`config.mk`:
```
export PLATFORM = sky130hd
export DESIGN_NAME = rmb_buck_regs
export DESIGN_NICKNAME = d
export VERILOG_FILES = /design/src/core/rmb_buck_regs.v /design/src/core/rmb_scratch_cell.v /design/src/core/rmb_masked_reg.v
export VERILOG_INCLUDE_DIRS = /design/src /design/src/core
export SDC_FILE = /design/constraint.sdc
export NUM_CORES = 1
export LEC_CHECK = 0
export BUFFER_PORTS_ARGS = -buffer_cell sky130_fd_sc_hd__buf_2
export CORE_MARGIN = 5
export CORE_UTILIZATION = 38
export DETAILED_ROUTE_END_ITERATION = 6
export GPL_TIMING_DRIVEN = 0
export HOLD_SLACK_MARGIN = 0.15
export PLACE_DENSITY = 0.66
export REMOVE_ABC_BUFFERS = 1
export SYNTH_ARGS = -nofsm -noshare
export SYNTH_HDL_FRONTEND = slang
export SYNTH_SLANG_ARGS = --single-unit
export TNS_END_PERCENT = 1
```
`constraint.sdc`:
```
create_clock -name core_clk -period 3.7 [get_ports core_clk]
set_input_delay 0.37 -clock core_clk [delete_from_list [all_inputs] [get_ports core_clk]]
set_output_delay 0.37 -clock core_clk [all_outputs]
set_load 0.03 [all_outputs]
```
`src/core/rmb_defs.vh`:
```
// Register offsets, field layouts and the scratch reset value of the buck register bank
`ifndef RMB_DEFS_VH
`define RMB_DEFS_VH

// Register offsets within the functional page
`define RMB_OFS_SCRATCH_C  8'h1C
`define RMB_OFS_SCRATCH_D  8'h1D
`define RMB_OFS_B1_VOLT    8'h20
`define RMB_OFS_B1_MODE    8'h21
`define RMB_OFS_B1_CONF    8'h22
`define RMB_OFS_B2_VOLT    8'h23
`define RMB_OFS_B2_MODE    8'h24
`define RMB_OFS_B2_CONF    8'h25
`define RMB_OFS_B3_VOLT    8'h26
`define RMB_OFS_B3_MODE    8'h27
`define RMB_OFS_B3_CONF    8'h28
`define RMB_OFS_AON_CTL    8'h29

// Implemented-bit masks
`define RMB_MASK_SCRATCH   8'hFF
`define RMB_MASK_VOLT      8'h1F
`define RMB_MASK_MODE      8'h0F
`define RMB_MASK_CONF      8'h3D
`define RMB_MASK_AON       8'h07

// Field positions
`define RMB_VOLT_MSB       4
`define RMB_MODE_MSB       3
`define RMB_PHASE_MSB      5
`define RMB_PHASE_LSB      4
`define RMB_FREQ_MSB       3
`define RMB_FREQ_LSB       2
`define RMB_ILIM_BIT       0
`define RMB_AON_MSB        2

// Fixed reset value of the retained scratch cells
`define RMB_RST_SCRATCH    8'h00
// Value returned for unmapped addresses
`define RMB_RD_UNMAPPED    8'h00

`endif

```
`src/core/rmb_buck_regs.v`:
```
// Top of the retained scratch and buck converter register bank
`timescale 1ns/1ps
`default_nettype none
`include "rmb_defs.vh"
module rmb_buck_regs (
  input  wire       core_clk,
  input  wire       reset_n,
  input  wire       coin_cell_power_on_reset_n,
  input  wire       loadDefaults,
  input  wire [7:0] otpBuckOneVoltage,
  input  wire [7:0] otpBuckOneConfig,
  input  wire [7:0] otpBuckTwoConfig,
  input  wire [7:0] otpBuckThreeConfig,
  input  wire [7:0] seqBuckOneMode,
  input  wire [7:0] seqBuckTwoVoltage,
  input  wire [7:0] seqBuckTwoMode,
  input  wire [7:0] seqBuckThreeVoltage,
  input  wire [7:0] seqBuckThreeMode,
  input  wire [7:0] seqAlwaysOnControl,
  input  wire       regWrite,
  input  wire       regRead,
  input  wire [7:0] regAddr,
  input  wire [7:0] regWrData,
  output reg  [7:0] regRdData,
  output reg  [4:0] buckOneVoltageSel,
  output reg  [4:0] buckTwoVoltageSel,
  output reg  [4:0] buckThreeVoltageSel,
  output reg  [3:0] buckOneModeSel,
  output reg  [3:0] buckTwoModeSel,
  output reg  [3:0] buckThreeModeSel,
  output reg  [1:0] buckOnePhaseSel,
  output reg  [1:0] buckTwoPhaseSel,
  output reg  [1:0] buckThreePhaseSel,
  output reg  [1:0] buckOneFreqSel,
  output reg  [1:0] buckTwoFreqSel,
  output reg  [1:0] buckThreeFreqSel,
  output reg        buckOneCurrentLimitSel,
  output reg        buckTwoCurrentLimitSel,
  output reg        buckThreeCurrentLimitSel,
  output reg  [2:0] alwaysOnSupplyVoltageSel
);
  // ---------------------------------------------------------------
  // Register storage
  // ---------------------------------------------------------------
  localparam NREG = 10;

  // Slot of each bank register in the packed vectors below
  localparam B1_VOLT = 0;
  localparam B1_MODE = 1;
  localparam B1_CONF = 2;
  localparam B2_VOLT = 3;
  localparam B2_MODE = 4;
  localparam B2_CONF = 5;
  localparam B3_VOLT = 6;
  localparam B3_MODE = 7;
  localparam B3_CONF = 8;
  localparam AON_CTL = 9;

  wire [7:0]      scratchC;
  wire [7:0]      scratchD;
  wire [8*NREG-1:0] regVals;
  wire [8*NREG-1:0] regDefaults;
  wire [8*NREG-1:0] regOffsets;
  wire [8*NREG-1:0] regMasks;
  wire [NREG-1:0]   regHit;

  // Slots are filled by index, so a reordered list cannot skew the fields
  assign regOffsets[8*B1_VOLT +: 8] = `RMB_OFS_B1_VOLT;
  assign regOffsets[8*B1_MODE +: 8] = `RMB_OFS_B1_MODE;
  assign regOffsets[8*B1_CONF +: 8] = `RMB_OFS_B1_CONF;
  assign regOffsets[8*B2_VOLT +: 8] = `RMB_OFS_B2_VOLT;
  assign regOffsets[8*B2_MODE +: 8] = `RMB_OFS_B2_MODE;
  assign regOffsets[8*B2_CONF +: 8] = `RMB_OFS_B2_CONF;
  assign regOffsets[8*B3_VOLT +: 8] = `RMB_OFS_B3_VOLT;
  assign regOffsets[8*B3_MODE +: 8] = `RMB_OFS_B3_MODE;
  assign regOffsets[8*B3_CONF +: 8] = `RMB_OFS_B3_CONF;
  assign regOffsets[8*AON_CTL +: 8] = `RMB_OFS_AON_CTL;

  assign regMasks[8*B1_VOLT +: 8] = `RMB_MASK_VOLT;
  assign regMasks[8*B1_MODE +: 8] = `RMB_MASK_MODE;
  assign regMasks[8*B1_CONF +: 8] = `RMB_MASK_CONF;
  assign regMasks[8*B2_VOLT +: 8] = `RMB_MASK_VOLT;
  assign regMasks[8*B2_MODE +: 8] = `RMB_MASK_MODE;
  assign regMasks[8*B2_CONF +: 8] = `RMB_MASK_CONF;
  assign regMasks[8*B3_VOLT +: 8] = `RMB_MASK_VOLT;
  assign regMasks[8*B3_MODE +: 8] = `RMB_MASK_MODE;
  assign regMasks[8*B3_CONF +: 8] = `RMB_MASK_CONF;
  assign regMasks[8*AON_CTL +: 8] = `RMB_MASK_AON;

  assign regDefaults[8*B1_VOLT +: 8] = otpBuckOneVoltage;
  assign regDefaults[8*B1_MODE +: 8] = seqBuckOneMode;
  assign regDefaults[8*B1_CONF +: 8] = otpBuckOneConfig;
  assign regDefaults[8*B2_VOLT +: 8] = seqBuckTwoVoltage;
  assign regDefaults[8*B2_MODE +: 8] = seqBuckTwoMode;
  assign regDefaults[8*B2_CONF +: 8] = otpBuckTwoConfig;
  assign regDefaults[8*B3_VOLT +: 8] = seqBuckThreeVoltage;
  assign regDefaults[8*B3_MODE +: 8] = seqBuckThreeMode;
  assign regDefaults[8*B3_CONF +: 8] = otpBuckThreeConfig;
  assign regDefaults[8*AON_CTL +: 8] = seqAlwaysOnControl;

  // ---------------------------------------------------------------
  // Address decode
  // ---------------------------------------------------------------
  wire            hitScratchC;
  wire            hitScratchD;
  wire            wrScratchC;
  wire            wrScratchD;
  wire [NREG-1:0] regWrEn;

  assign hitScratchC = (regAddr == `RMB_OFS_SCRATCH_C);
  assign hitScratchD = (regAddr == `RMB_OFS_SCRATCH_D);
  // Writes are taken at any time; there is no lock to honour
  assign wrScratchC  = regWrite && hitScratchC;
  assign wrScratchD  = regWrite && hitScratchD;

  // ---------------------------------------------------------------
  // Scratch bytes and bank slots
  // ---------------------------------------------------------------

  rmb_scratch_cell u_scratchC (
    .core_clk                   (core_clk),
    .coin_cell_power_on_reset_n (coin_cell_power_on_reset_n),
    .wrEn                       (wrScratchC),
    .wrData                     (regWrData),
    .value                      (scratchC)
  );

  rmb_scratch_cell u_scratchD (
    .core_clk                   (core_clk),
    .coin_cell_power_on_reset_n (coin_cell_power_on_reset_n),
    .wrEn                       (wrScratchD),
    .wrData                     (regWrData),
    .value                      (scratchD)
  );

  genvar gi;
  generate
    for (gi = 0; gi < NREG; gi = gi + 1) begin : g_reg
      assign regHit[gi] = (regAddr == regOffsets[8*gi +: 8]);
      assign regWrEn[gi] = regWrite && regHit[gi];
      rmb_masked_reg #(
        .MASK (`RMB_MASK_SCRATCH)
      ) u_reg (
        .core_clk     (core_clk),
        .reset_n      (reset_n),
        .loadDefault  (loadDefaults),
        .defaultValue (regDefaults[8*gi +: 8] & regMasks[8*gi +: 8]),
        .wrEn         (regWrEn[gi]),
        .wrData       (regWrData & regMasks[8*gi +: 8]),
        .value        (regVals[8*gi +: 8])
      );
    end
  endgenerate

  // ---------------------------------------------------------------
  // Read path
  // ---------------------------------------------------------------
  reg [7:0] nxt_rdData;
  integer   k;

  always @* begin
    nxt_rdData = `RMB_RD_UNMAPPED;
    if (hitScratchC) begin
      nxt_rdData = scratchC;
    end else if (hitScratchD) begin
      nxt_rdData = scratchD;
    end
    for (k = 0; k < NREG; k = k + 1) begin
      if (regHit[k]) begin
        nxt_rdData = regVals[8*k +: 8];
      end
    end
  end

  // Read data is held until the next read strobe, which lets a serial
  // front end shift it out at its own pace
  always @(posedge core_clk or negedge reset_n) begin
    if (!reset_n) begin
      regRdData <= 8'h00;
    end else if (regRead) begin
      regRdData <= nxt_rdData;
    end
  end

  // ---------------------------------------------------------------
  // Field extraction from the stored bytes
  // ---------------------------------------------------------------
  wire [4:0] fldB1Volt;
  wire [3:0] fldB1Mode;
  wire [1:0] fldB1Phase;
  wire [1:0] fldB1Freq;
  wire       fldB1Ilim;

  wire [4:0] fldB2Volt;
  wire [3:0] fldB2Mode;
  wire [1:0] fldB2Phase;
  wire [1:0] fldB2Freq;
  wire       fldB2Ilim;

  wire [4:0] fldB3Volt;
  wire [3:0] fldB3Mode;
  wire [1:0] fldB3Phase;
  wire [1:0] fldB3Freq;
  wire       fldB3Ilim;

  wire [2:0] fldAonVolt;

  assign fldB1Volt  = regVals[8*B1_VOLT +: 5];
  assign fldB1Mode  = regVals[8*B1_MODE +: 4];
  assign fldB1Phase = regVals[8*B1_CONF + `RMB_PHASE_LSB +: 2];
  assign fldB1Freq  = regVals[8*B1_CONF + `RMB_FREQ_LSB +: 2];
  assign fldB1Ilim  = regVals[8*B1_CONF + `RMB_ILIM_BIT];

  assign fldB2Volt  = regVals[8*B2_VOLT +: 5];
  assign fldB2Mode  = regVals[8*B2_MODE +: 4];
  assign fldB2Phase = regVals[8*B2_CONF + `RMB_PHASE_LSB +: 2];
  assign fldB2Freq  = regVals[8*B2_CONF + `RMB_FREQ_LSB +: 2];
  assign fldB2Ilim  = regVals[8*B2_CONF + `RMB_ILIM_BIT];

  assign fldB3Volt  = regVals[8*B3_VOLT +: 5];
  assign fldB3Mode  = regVals[8*B3_MODE +: 4];
  assign fldB3Phase = regVals[8*B3_CONF + `RMB_PHASE_LSB +: 2];
  assign fldB3Freq  = regVals[8*B3_CONF + `RMB_FREQ_LSB +: 2];
  assign fldB3Ilim  = regVals[8*B3_CONF + `RMB_ILIM_BIT];

  assign fldAonVolt = regVals[8*AON_CTL +: 3];

  // ---------------------------------------------------------------
  // Field outputs to the converters, registered
  // ---------------------------------------------------------------
  // Current limit bit: 0 selects the higher limit, 1 the lower one
  always @(posedge core_clk or negedge reset_n) begin
    if (!reset_n) begin
      buckOneVoltageSel      <= 5'h00;
      buckOneModeSel         <= 4'h0;
      buckOnePhaseSel        <= 2'h0;
      buckOneFreqSel         <= 2'h0;
      buckOneCurrentLimitSel <= 1'b0;
    end else begin
      buckOneVoltageSel      <= fldB1Volt;
      buckOneModeSel         <= fldB1Mode;
      buckOnePhaseSel        <= fldB1Phase;
      buckOneFreqSel         <= fldB1Freq;
      buckOneCurrentLimitSel <= fldB1Ilim;
    end
  end

  always @(posedge core_clk or negedge reset_n) begin
    if (!reset_n) begin
      buckTwoVoltageSel      <= 5'h00;
      buckTwoModeSel         <= 4'h0;
      buckTwoPhaseSel        <= 2'h0;
      buckTwoFreqSel         <= 2'h0;
      buckTwoCurrentLimitSel <= 1'b0;
    end else begin
      buckTwoVoltageSel      <= fldB2Volt;
      buckTwoModeSel         <= fldB2Mode;
      buckTwoPhaseSel        <= fldB2Phase;
      buckTwoFreqSel         <= fldB2Freq;
      buckTwoCurrentLimitSel <= fldB2Ilim;
    end
  end

  always @(posedge core_clk or negedge reset_n) begin
    if (!reset_n) begin
      buckThreeVoltageSel      <= 5'h00;
      buckThreeModeSel         <= 4'h0;
      buckThreePhaseSel        <= 2'h0;
      buckThreeFreqSel         <= 2'h0;
      buckThreeCurrentLimitSel <= 1'b0;
    end else begin
      buckThreeVoltageSel      <= fldB3Volt;
      buckThreeModeSel         <= fldB3Mode;
      buckThreePhaseSel        <= fldB3Phase;
      buckThreeFreqSel         <= fldB3Freq;
      buckThreeCurrentLimitSel <= fldB3Ilim;
    end
  end

  // No code is reserved; the field is stored and passed as written
  always @(posedge core_clk or negedge reset_n) begin
    if (!reset_n) begin
      alwaysOnSupplyVoltageSel <= 3'h0;
    end else begin
      alwaysOnSupplyVoltageSel <= fldAonVolt;
    end
  end
endmodule
`default_nettype wire

```
`src/core/rmb_scratch_cell.v`:
```
// Retained scratch byte, cleared only by the coin-cell power-on reset
`timescale 1ns/1ps
`default_nettype none
`include "rmb_defs.vh"
module rmb_scratch_cell (
  input  wire       core_clk,
  input  wire       coin_cell_power_on_reset_n,
  input  wire       wrEn,
  input  wire [7:0] wrData,
  output wire [7:0] value
);
  reg [7:0] data_ff;

  // Main reset is deliberately not wired here so contents survive it
  always @(posedge core_clk or negedge coin_cell_power_on_reset_n) begin
    if (!coin_cell_power_on_reset_n) begin
      data_ff <= `RMB_RST_SCRATCH;
    end else if (wrEn) begin
      data_ff <= wrData;
    end
  end

  assign value = data_ff;
endmodule
`default_nettype wire

```
`src/core/rmb_masked_reg.v`:
```
// Byte register with implemented-bit mask and start-up default load
`timescale 1ns/1ps
`default_nettype none
`include "rmb_defs.vh"
module rmb_masked_reg #(
  parameter [7:0] MASK = 8'hFF
) (
  input  wire       core_clk,
  input  wire       reset_n,
  input  wire       loadDefault,
  input  wire [7:0] defaultValue,
  input  wire       wrEn,
  input  wire [7:0] wrData,
  output wire [7:0] value
);
  reg [7:0] data_ff;

  // Default comes from a port, so it is loaded by a clocked strobe after
  // reset release rather than inside the asynchronous reset branch
  always @(posedge core_clk or negedge reset_n) begin
    if (!reset_n) begin
      data_ff <= 8'h00;
    end else if (loadDefault) begin
      data_ff <= defaultValue & MASK;
    end else if (wrEn) begin
      data_ff <= wrData & MASK;
    end
  end

  assign value = data_ff;
endmodule
`default_nettype wire

```
==> results of run 1 <==
==> synthesized netlist by cell type, types with 2 or more instances <==
master     number  area, um^2
and3_1          3        18.8
clkbuf_1        9        33.8
buf_4           3        22.5
nor2_4          2        22.5
o211ai_1        2        15.0
a221oi_2        2        30.0
a21o_1          3        22.5
o2bb2ai_1       4        35.0
a221o_1         2        20.0
a21oi_1        19        95.1
a22oi_1         9        67.6
inv_1           5        18.8
or2_2           3        18.8
mux2_2         17         191
nand4_1         2        12.5
a31oi_4         3        63.8
nor2_2          4        25.0
nand3_1         4        20.0
nand2_1        47         176
and3b_1         2        17.5
mux2i_1        38         380
o21ai_1         3        15.0
nor3_1          5        25.0
nand2b_1        8        50.1
buf_2          10        50.1
a211oi_1        5        37.5
a2bb2oi_1       2        17.5
nor2_1         13        48.8
o22ai_1         6        37.5
o21ai_0        43         215
nor2b_1        12        75.1
a22o_1          4        35.0
dfrtp_1       114        2850
==> logic make-up after synthesis <==
group                  after synthesis
AOI/OAI and AO/OA                  117
buffers and inverters               30
DFF                                114
muxes                               55
and+or+nand+nor                    117
==> sequential cells by signal, summed over array words and instances (netlist names), 3 cells and up <==
name / cells
buckThreeVoltageSel: 5
u_scratchD.value: 8
buckThreeModeSel: 4
regRdData: 8
alwaysOnSupplyVoltageSel: 3
buckOneModeSel: 4
g.u_reg.value: 45
buckTwoVoltageSel: 5
buckOneVoltageSel: 5
buckTwoModeSel: 4
u_scratchC.value: 8
==> cell type report <==
class,instances,share of cell area [%]
tap,176,3.45
sequential,114,44.6
clock buffer,21,7.20
timing repair buffer,122,10.1
inverter,5,0.294
clock inverter,10,2.84
multi-input combinational,289,31.4
==> what timing repair did <==
item                                    CTS  global route
hold buffers                              2             0
endpoints found under the setup margin    0             0
hold endpoints to repair                 58             0
==> report_power, final <==
group / switching, mW / internal, mW / total, mW
Sequential: 0.0642 / 1.35 / 1.42
Clock: 0.570 / 1.22 / 1.79
Combinational: 0.281 / 0.139 / 0.419
==> path summary, 6_finish.rpt <==
kind | start | to | slack (ns) | cells past startpoint
setup / recovery | regAddr[0] | u_scratchD.value[1]$_DFFE_PN0P_ | 1.01 | 5
hold / removal | seqBuckTwoMode[2] | g_reg[4].u_reg.value[2]$_DFFE_PN0P_ | 0.16 | 3
setup reg to reg | u_scratchC.value[1]$_DFFE_PN0P_ | regRdData[1]$_DFFE_PN0P_ | 2.24 | 5
hold reg to reg | g_reg[5].u_reg.value[0]$_DFFE_PN0P_ | buckTwoCurrentLimitSel$_DFF_PN0_ | 0.40 | 0
max in group asynchronous | reset_n | regRdData[5]$_DFFE_PN0P_ | 2.53 | 3
min in group asynchronous | coin_cell_power_on_reset_n | u_scratchD.value[7]$_DFFE_PN0P_ | 0.40 | 2
==> metal layers <==
layer	wire length, um	GRT usage, %
met2	6450	27.9
met4	310	7.16
met3	927	5.70
met1	6100	24.0
met5	0	0
==> worst min-delay path: stages <==
cell and delay [ns]:
buf_2 0.07, nand2_1 0.04, o21ai_0 0.05
==> out/results.txt, run 1 <==
outcome = finished clean
setup bufs post-CTS = 0
fin nets = 651
Clock transition at path regs = 0.06 ns
DRT Pass-1 Iters = 5
Worst Clk Skew = 0.00649 ns
chip height = 125 um
total power = 3.63 mW
CTS resizes = 0
post-route ant nets = 0
Die W = 125 um
Fmax achieved = 371 MHz
Synth Area in Compound Gates = 15.9%
Synth Instances = 433
Adder-Cell Fraction of Synth Area = 0%
maximum fanout along the worst path = 41
worst vdd ir = 0.256 mV
RSZ-0062 raised after global routing = false
Setup Viol. Count Final = 0
CTS sink cnt = 114
# diodes = 0
Maximum Capacitance Violations = 0
final hold vios = 0
DRC = 0
Via Count = 3851
Final Cycle Share = 72.8%
Core Rows = 42
total CTS buffers = 17
Leak = 2.98 nW
FF+latch count, synth = 114
Final Util = 48.8%
placed wire-length estimate = 9590 um
area occupied by multi-input gates = 0.00201 mm^2
Max Buffers Root-to-Sink = 2
Slew @ Worst Pin = 1.26 ns
Slew Viols, Final = 0
most frequent cells in the layout = buf_2 (117), dfrtp_1 (114), nand2_1 (47)
IO Pins = 155
most common cell after layout, fill and taps aside = buf_2
initial antenna violation count = 0
hold_ws = 0.164 ns
storage element area = 0.00285 mm^2
All-Layer GR Usage = 18.2%
drt total wl = 13800 um
CTS tree = yes
Req. time, crit path = 3.99 ns
DR vias/cell = 5.23
relative max-transition margin = 15.7%
mux cell area share after synthesis = 11.4%
Worst Path Arrival = 2.99 ns
gpl congestion = 0.847
largest family of logic cells by synthesized area = compound AO/OA/AOI/OAI gates
warnings from Yosys = 0
worst hold path type = primary input to register
sequential share of the synthesized area = 57.0%
Cell Area, Placed = 0.00573 mm^2
clock latency at the later pin of the worst-skew pair = 0.41 ns
Post-synth EDFFs = 0
XOR/XNOR share of the synthesized area = 0%
final instance area = 0.00639 mm^2
Total Die Area = 0.0156 mm^2
Final Non-Filler Cells = 737
crit-path leading delay family = simple AND/OR/NAND/NOR gates
port bufs = 119
CP startpoint kind = primary input
number of global-route vias before repair = 4023
crit path cell chain = buf_2, nor2b_1, nand2_1, nor2_2, mux2_2
H-tree depth = 4
slowest cell delay on critical path = 0.71 ns
Synth-to-Final Area Change = 27.6%
Post-synth top flop = dfrtp_1
setup TNS = 0 ns
simple logic cell fraction of the synthesized area = 12.8%
first-pass GRT wire length = 22300 um
layout cells sized above 1 = 33.5%
minimum clock period = 2.69 ns
Crit-path slowest cell = nor2b_1
Filler cells = 1196
largest net degree at the start of global routing = 82
core footprint = 0.0131 mm^2
Setup Crit Path Kind = primary input to register
CP bufs+invs = 1
Netlist cell types = 58
1st-iter DRT viols = 304
pre-CTS setup slack = 0.607 ns
area of the mapped netlist = 0.00501 mm^2
FFs w/ async S/R, synth = 100%
post-synthesis average cell area = 11.6 um^2
PD cells = 568 mW/mm^2
DR WL/cell = 18.7 um
total gr overflow = 0
Initial Util = 38.3%
Placed Cells incl. Taps = 704
root buf cell = clkbuf_16
CP Capture Type = register
setup ws final = 1.01 ns
No activity file was read; power rests on OpenSTA's default activity.
==> run 2, diff against run 1 <==
Settings changed: PLACE_DENSITY 0.66 to 0.69.
Clock period 3.7 ns to 2.39 ns, I/O delays scaled along.
==> run 2 against run 1 <==
  * Sequential cell count unchanged
  * Register-to-register slack got worse by 1.3 ns
  * Largest power group unchanged
  * Die area unchanged
  * Combinational power increased by 69%
==> out/results.txt, run 2 (synthesis results as in run 1) <==
CTS tree = yes
setup ws final = 0.353 ns
All-Layer GR Usage = 19.0%
Core Rows = 42
Slew @ Worst Pin = 0.796 ns
Filler cells = 1127
first-pass GRT wire length = 23200 um
Total Die Area = 0.0156 mm^2
Cell Area, Placed = 0.00573 mm^2
Maximum Capacitance Violations = 0
Setup Crit Path Kind = primary input to register
Logic pwr share = 12.7%
minimum clock period = 2.04 ns
post-route ant nets = 0
Sw Ratio = 25.2%
CP startpoint kind = primary input
fin nets = 693
total power = 5.59 mW
Via Count = 4012
H-tree depth = 4
Synth-to-Final Area Change = 36.1%
pre-CTS setup slack = -0.519 ns
largest net degree at the start of global routing = 82
drt total wl = 14300 um
CTS sink cnt = 114
Final Cycle Share = 85.2%
Leak = 3.15 nW
Die W = 125 um
Setup Viol. Count Final = 0
PD cells = 820 mW/mm^2
DR WL/cell = 18.3 um
relative max-transition margin = 46.9%
CP Capture Type = register
setup bufs post-CTS = 0
storage element area = 0.00285 mm^2
outcome = finished clean
Fmax achieved = 491 MHz
Placed Cells incl. Taps = 704
CP bufs+invs = 1
final instance area = 0.00681 mm^2
most frequent cells in the layout = buf_2 (116), dfrtp_1 (114), nand2_1 (47)
worst vdd ir = 0.378 mV
layout cells sized above 1 = 31.3%
number of global-route vias before repair = 4277
hold_ws = 0.157 ns
initial antenna violation count = 0
Worst Clk Skew = 0.0156 ns
area occupied by multi-input gates = 0.00202 mm^2
Req. time, crit path = 2.68 ns
Worst Path Arrival = 2.32 ns
Internal = 4.18 mW
net switching power = 1.41 mW
maximum fanout along the worst path = 41
Slew Viols, Final = 0
Max Buffers Root-to-Sink = 2
RSZ-0062 raised after global routing = false
core footprint = 0.0131 mm^2
Initial Util = 38.3%
root buf cell = clkbuf_16
Crit-path slowest cell = nor2b_2
worst hold path type = primary input to register
max reg flops = 45
most common cell after layout, fill and taps aside = buf_2
total CTS buffers = 17
total gr overflow = 0
sequential fraction of design power = 39.3%
IO Pins = 155
DRT Pass-1 Iters = 5
clock latency at the later pin of the worst-skew pair = 0.42 ns
crit-path leading delay family = simple AND/OR/NAND/NOR gates
placed wire-length estimate = 9720 um
port bufs = 119
crit path cell chain = clkbuf_4, nor2b_2, nand2_1, nor2_2, mux2_2
final hold vios = 0
# diodes = 0
Final Non-Filler Cells = 780
DRC = 0
DR vias/cell = 5.14
clock power share = 48.0%
1st-iter DRT viols = 299
chip height = 125 um
slowest cell delay on critical path = 0.50 ns
Clock transition at path regs = 0.06 ns
gpl congestion = 0.849
run 2: repair_timing:
action	4_1_cts	5_1_grt
hold endpoints to repair	103	0
hold buffers	44	0
setup endpoints to repair	8	15
gates resized for setup	1	2
run 2: stage by stage:
stage | util [%] | setup TNS, ns
after global routing | 52.1 | 0
after detailed placement | 43.8 | -10.91
final | 52.1 | 0
after CTS | 52.0 | 0
after global placement | 43.5 | -9.92
after floorplan | - | 0
run 2: power by group through the flow:
stage | Sequential [mW] | Clock, mW | Combinational [mW]
2_1_floorplan | 2.36 | 0 | 0.189
4_1_cts | 2.20 | 2.72 | 0.713
3_3_place_gp | 2.22 | 0 | 0.633
6_report | 2.20 | 2.68 | 0.709
5_1_grt | 2.22 | 2.83 | 0.773
3_5_place_dp | 2.23 | 0 | 0.654
run 2: routing by layer:
metal	vias up	track usage (%)	part of all wire, %
met3	22	5.40	5.9
met5	-	0	0
li1	1890	-	-
met1	1958	24.3	44
met2	142	30.6	48
met4	0	7.41	1.8
run 2: tightest hold or removal path, stage by stage:
cell     delay [ns]
buf_2          0.08
a21oi_1        0.06
o21ai_0        0.15
run 2: final cells by class:
class	count	area share, %
timing repair buffer	164	15.7
multi-input combinational	289	29.7
tap	176	3.23
inverter	5	0.275
clock inverter	9	2.24
sequential	114	41.9
clock buffer	23	7.01
run 2: path summary, 6_finish.rpt:
kind                                                      from                                  end  slack (ns)  cells after the start
max in group asynchronous                              reset_n        buckThreeFreqSel[1]$_DFF_PN0_        1.34                      3
min in group asynchronous           coin_cell_power_on_reset_n      u_scratchC.value[1]$_DFFE_PN0P_        0.28                      2
max reg2reg                    u_scratchC.value[1]$_DFFE_PN0P_             regRdData[1]$_DFFE_PN0P_        0.97                      5
max                                                 regAddr[0]      u_scratchD.value[4]$_DFFE_PN0P_        0.35                      5
min                                       otpBuckOneVoltage[0]  g_reg[0].u_reg.value[0]$_DFFE_PN0P_        0.16                      3
min reg2reg                g_reg[7].u_reg.value[2]$_DFFE_PN0P_        buckThreeModeSel[2]$_DFF_PN0_        0.40                      0
==> run 3, diff against run 2 <==
Settings changed: CORE_ASPECT_RATIO set to 0.9.
==> run 3 against run 2 <==
  * Fmax fell by 3.0%
  * Sequential share of layout area rose by 0.42 points
  * Register-to-register slack barely moved
  * Critical path depth did not move
  * Worst setup slack got worse by 0.063 ns
  * Largest power group unchanged
==> out/results.txt, run 3 (synthesis results as in run 1) <==
layout cells sized above 1 = 30.6%
placed wire-length estimate = 9820 um
Setup Viol. Count Final = 0
DR WL/cell = 18.2 um
Initial Util = 39.2%
chip height = 119 um
crit path cell chain = clkbuf_4, nor2b_2, nand2_1, nor2_2, mux2_2
relative max-transition margin = 46.4%
largest net degree at the start of global routing = 82
clock power share = 45.0%
initial antenna violation count = 3
Setup Crit Path Kind = primary input to register
root buf cell = clkbuf_16
met1 WL = 6140 um
worst hold path type = primary input to register
total gr overflow = 0
worst vdd ir = 0.469 mV
most frequent cells in the layout = buf_2 (116), dfrtp_1 (114), nand2_1 (47)
Leak = 3.13 nW
sequential fraction of design power = 41.7%
CP startpoint kind = primary input
Placed Cells incl. Taps = 692
Fmax achieved = 476 MHz
Crit-path slowest cell = nor2b_2
Maximum Capacitance Violations = 0
net switching power = 1.35 mW
max reg flops = 45
core footprint = 0.0128 mm^2
first-pass GRT wire length = 21700 um
IO Pins = 155
outcome = finished clean
Worst Path Arrival = 2.38 ns
Worst Clk Skew = 0.0105 ns
CTS sink cnt = 114
minimum clock period = 2.10 ns
slowest cell delay on critical path = 0.52 ns
Clock transition at path regs = 0.05 ns
number of global-route vias before repair = 4118
Core Rows = 39
crit-path leading delay family = simple AND/OR/NAND/NOR gates
DR WL met3 = 1110 um
final instance area = 0.00675 mm^2
H-tree depth = 4
total CTS buffers = 17
Total Die Area = 0.0156 mm^2
maximum fanout along the worst path = 41
drt total wl = 14000 um
CP bufs+invs = 1
Internal = 3.93 mW
Final Cycle Share = 87.9%
Die W = 131 um
DRC = 0
fin nets = 695
Max Buffers Root-to-Sink = 2
Synth-to-Final Area Change = 34.7%
Slew @ Worst Pin = 0.804 ns
Req. time, crit path = 2.67 ns
DR WL met2 = 6510 um
Logic pwr share = 13.4%
1st-iter DRT viols = 268
clock latency at the later pin of the worst-skew pair = 0.41 ns
PD cells = 783 mW/mm^2
post-route ant nets = 0
gpl congestion = 0.843
R2R Setup Slk = 0.96 ns
Via Count = 4088
most common cell after layout, fill and taps aside = buf_2
Sw Ratio = 25.6%
port bufs = 119
All-Layer GR Usage = 18.3%
DRT Pass-1 Iters = 5
RSZ-0062 raised after global routing = false
highest routed layer = met5
DR vias/cell = 5.31
CTS tree = yes
setup TNS = 0 ns
CP Capture Type = register
Cell Area, Placed = 0.00571 mm^2
Final Non-Filler Cells = 770
Slew Viols, Final = 0
final hold vios = 0
run 3: worst min-delay path, delay by kind of cell:
kind,cells,cell delay [ns]
compound gates,2,0.22
buf+inv,1,0.09
run 3: power by group through the flow:
stage | Clock (mW) | Combinational, mW | Sequential (mW)
after floorplan | 0 | 0.189 | 2.36
after global placement | 0 | 0.632 | 2.22
after detailed placement | 0 | 0.652 | 2.23
after CTS | 2.42 | 0.712 | 2.20
after global routing | 2.50 | 0.768 | 2.22
final | 2.38 | 0.706 | 2.20
run 3: routing by layer:
metal | GRT usage [%] | up-vias
li1 | - | 1890
met3 | 5.64 | 24
met4 | 5.91 | 4
met5 | 0 | -
met1 | 24.9 | 2007
met2 | 27.9 | 163
run 3: worst paths after layout:
path	end	from	cells past startpoint
setup / recovery	u_scratchD.value[4]$_DFFE_PN0P_	regAddr[0]	5
hold reg to reg	buckThreeVoltageSel[4]$_DFF_PN0_	g_reg[6].u_reg.value[4]$_DFFE_PN0P_	0
hold / removal	g_reg[2].u_reg.value[0]$_DFFE_PN0P_	otpBuckOneConfig[0]	3
min in group asynchronous	u_scratchD.value[7]$_DFFE_PN0P_	coin_cell_power_on_reset_n	2
max in group asynchronous	regRdData[7]$_DFFE_PN0P_	reset_n	3
setup reg to reg	regRdData[1]$_DFFE_PN0P_	u_scratchC.value[1]$_DFFE_PN0P_	5
run 3: area by class of cell:
class                           count  area [um^2]
Clock inverter                      6         80.1
Clock buffer                       25          475
Inverter                            5         18.8
Tap cell                          164          205
Fill cell                        1113         6040
Timing Repair Buffer              166         1090
Multi-Input combinational cell    289         2020
Sequential cell                   114         2850
Antenna cell                        1         2.50
run 3: per-stage QoR:
step | utilization [%] | power, mW | hold WS (ns) | worst slack, ns
after floorplan | - | 2.55 | -0.0566 | 0.277
after global placement | 44.4 | 2.86 | 0.160 | -0.537
after detailed placement | 44.7 | 2.88 | 0.169 | -0.572
after CTS | 52.6 | 5.33 | 0.161 | 0.0383
after global routing | 52.8 | 5.49 | 0.193 | 0.156
final | 52.8 | 5.28 | 0.181 | 0.290
run 3: repair_timing:
action | CTS | global route
hold endpoints to repair | 104 | 0
hold buffers | 46 | 0
resized for setup | 1 | 2
setup buffers | 0 | 0
endpoints found under the setup margin | 8 | 14
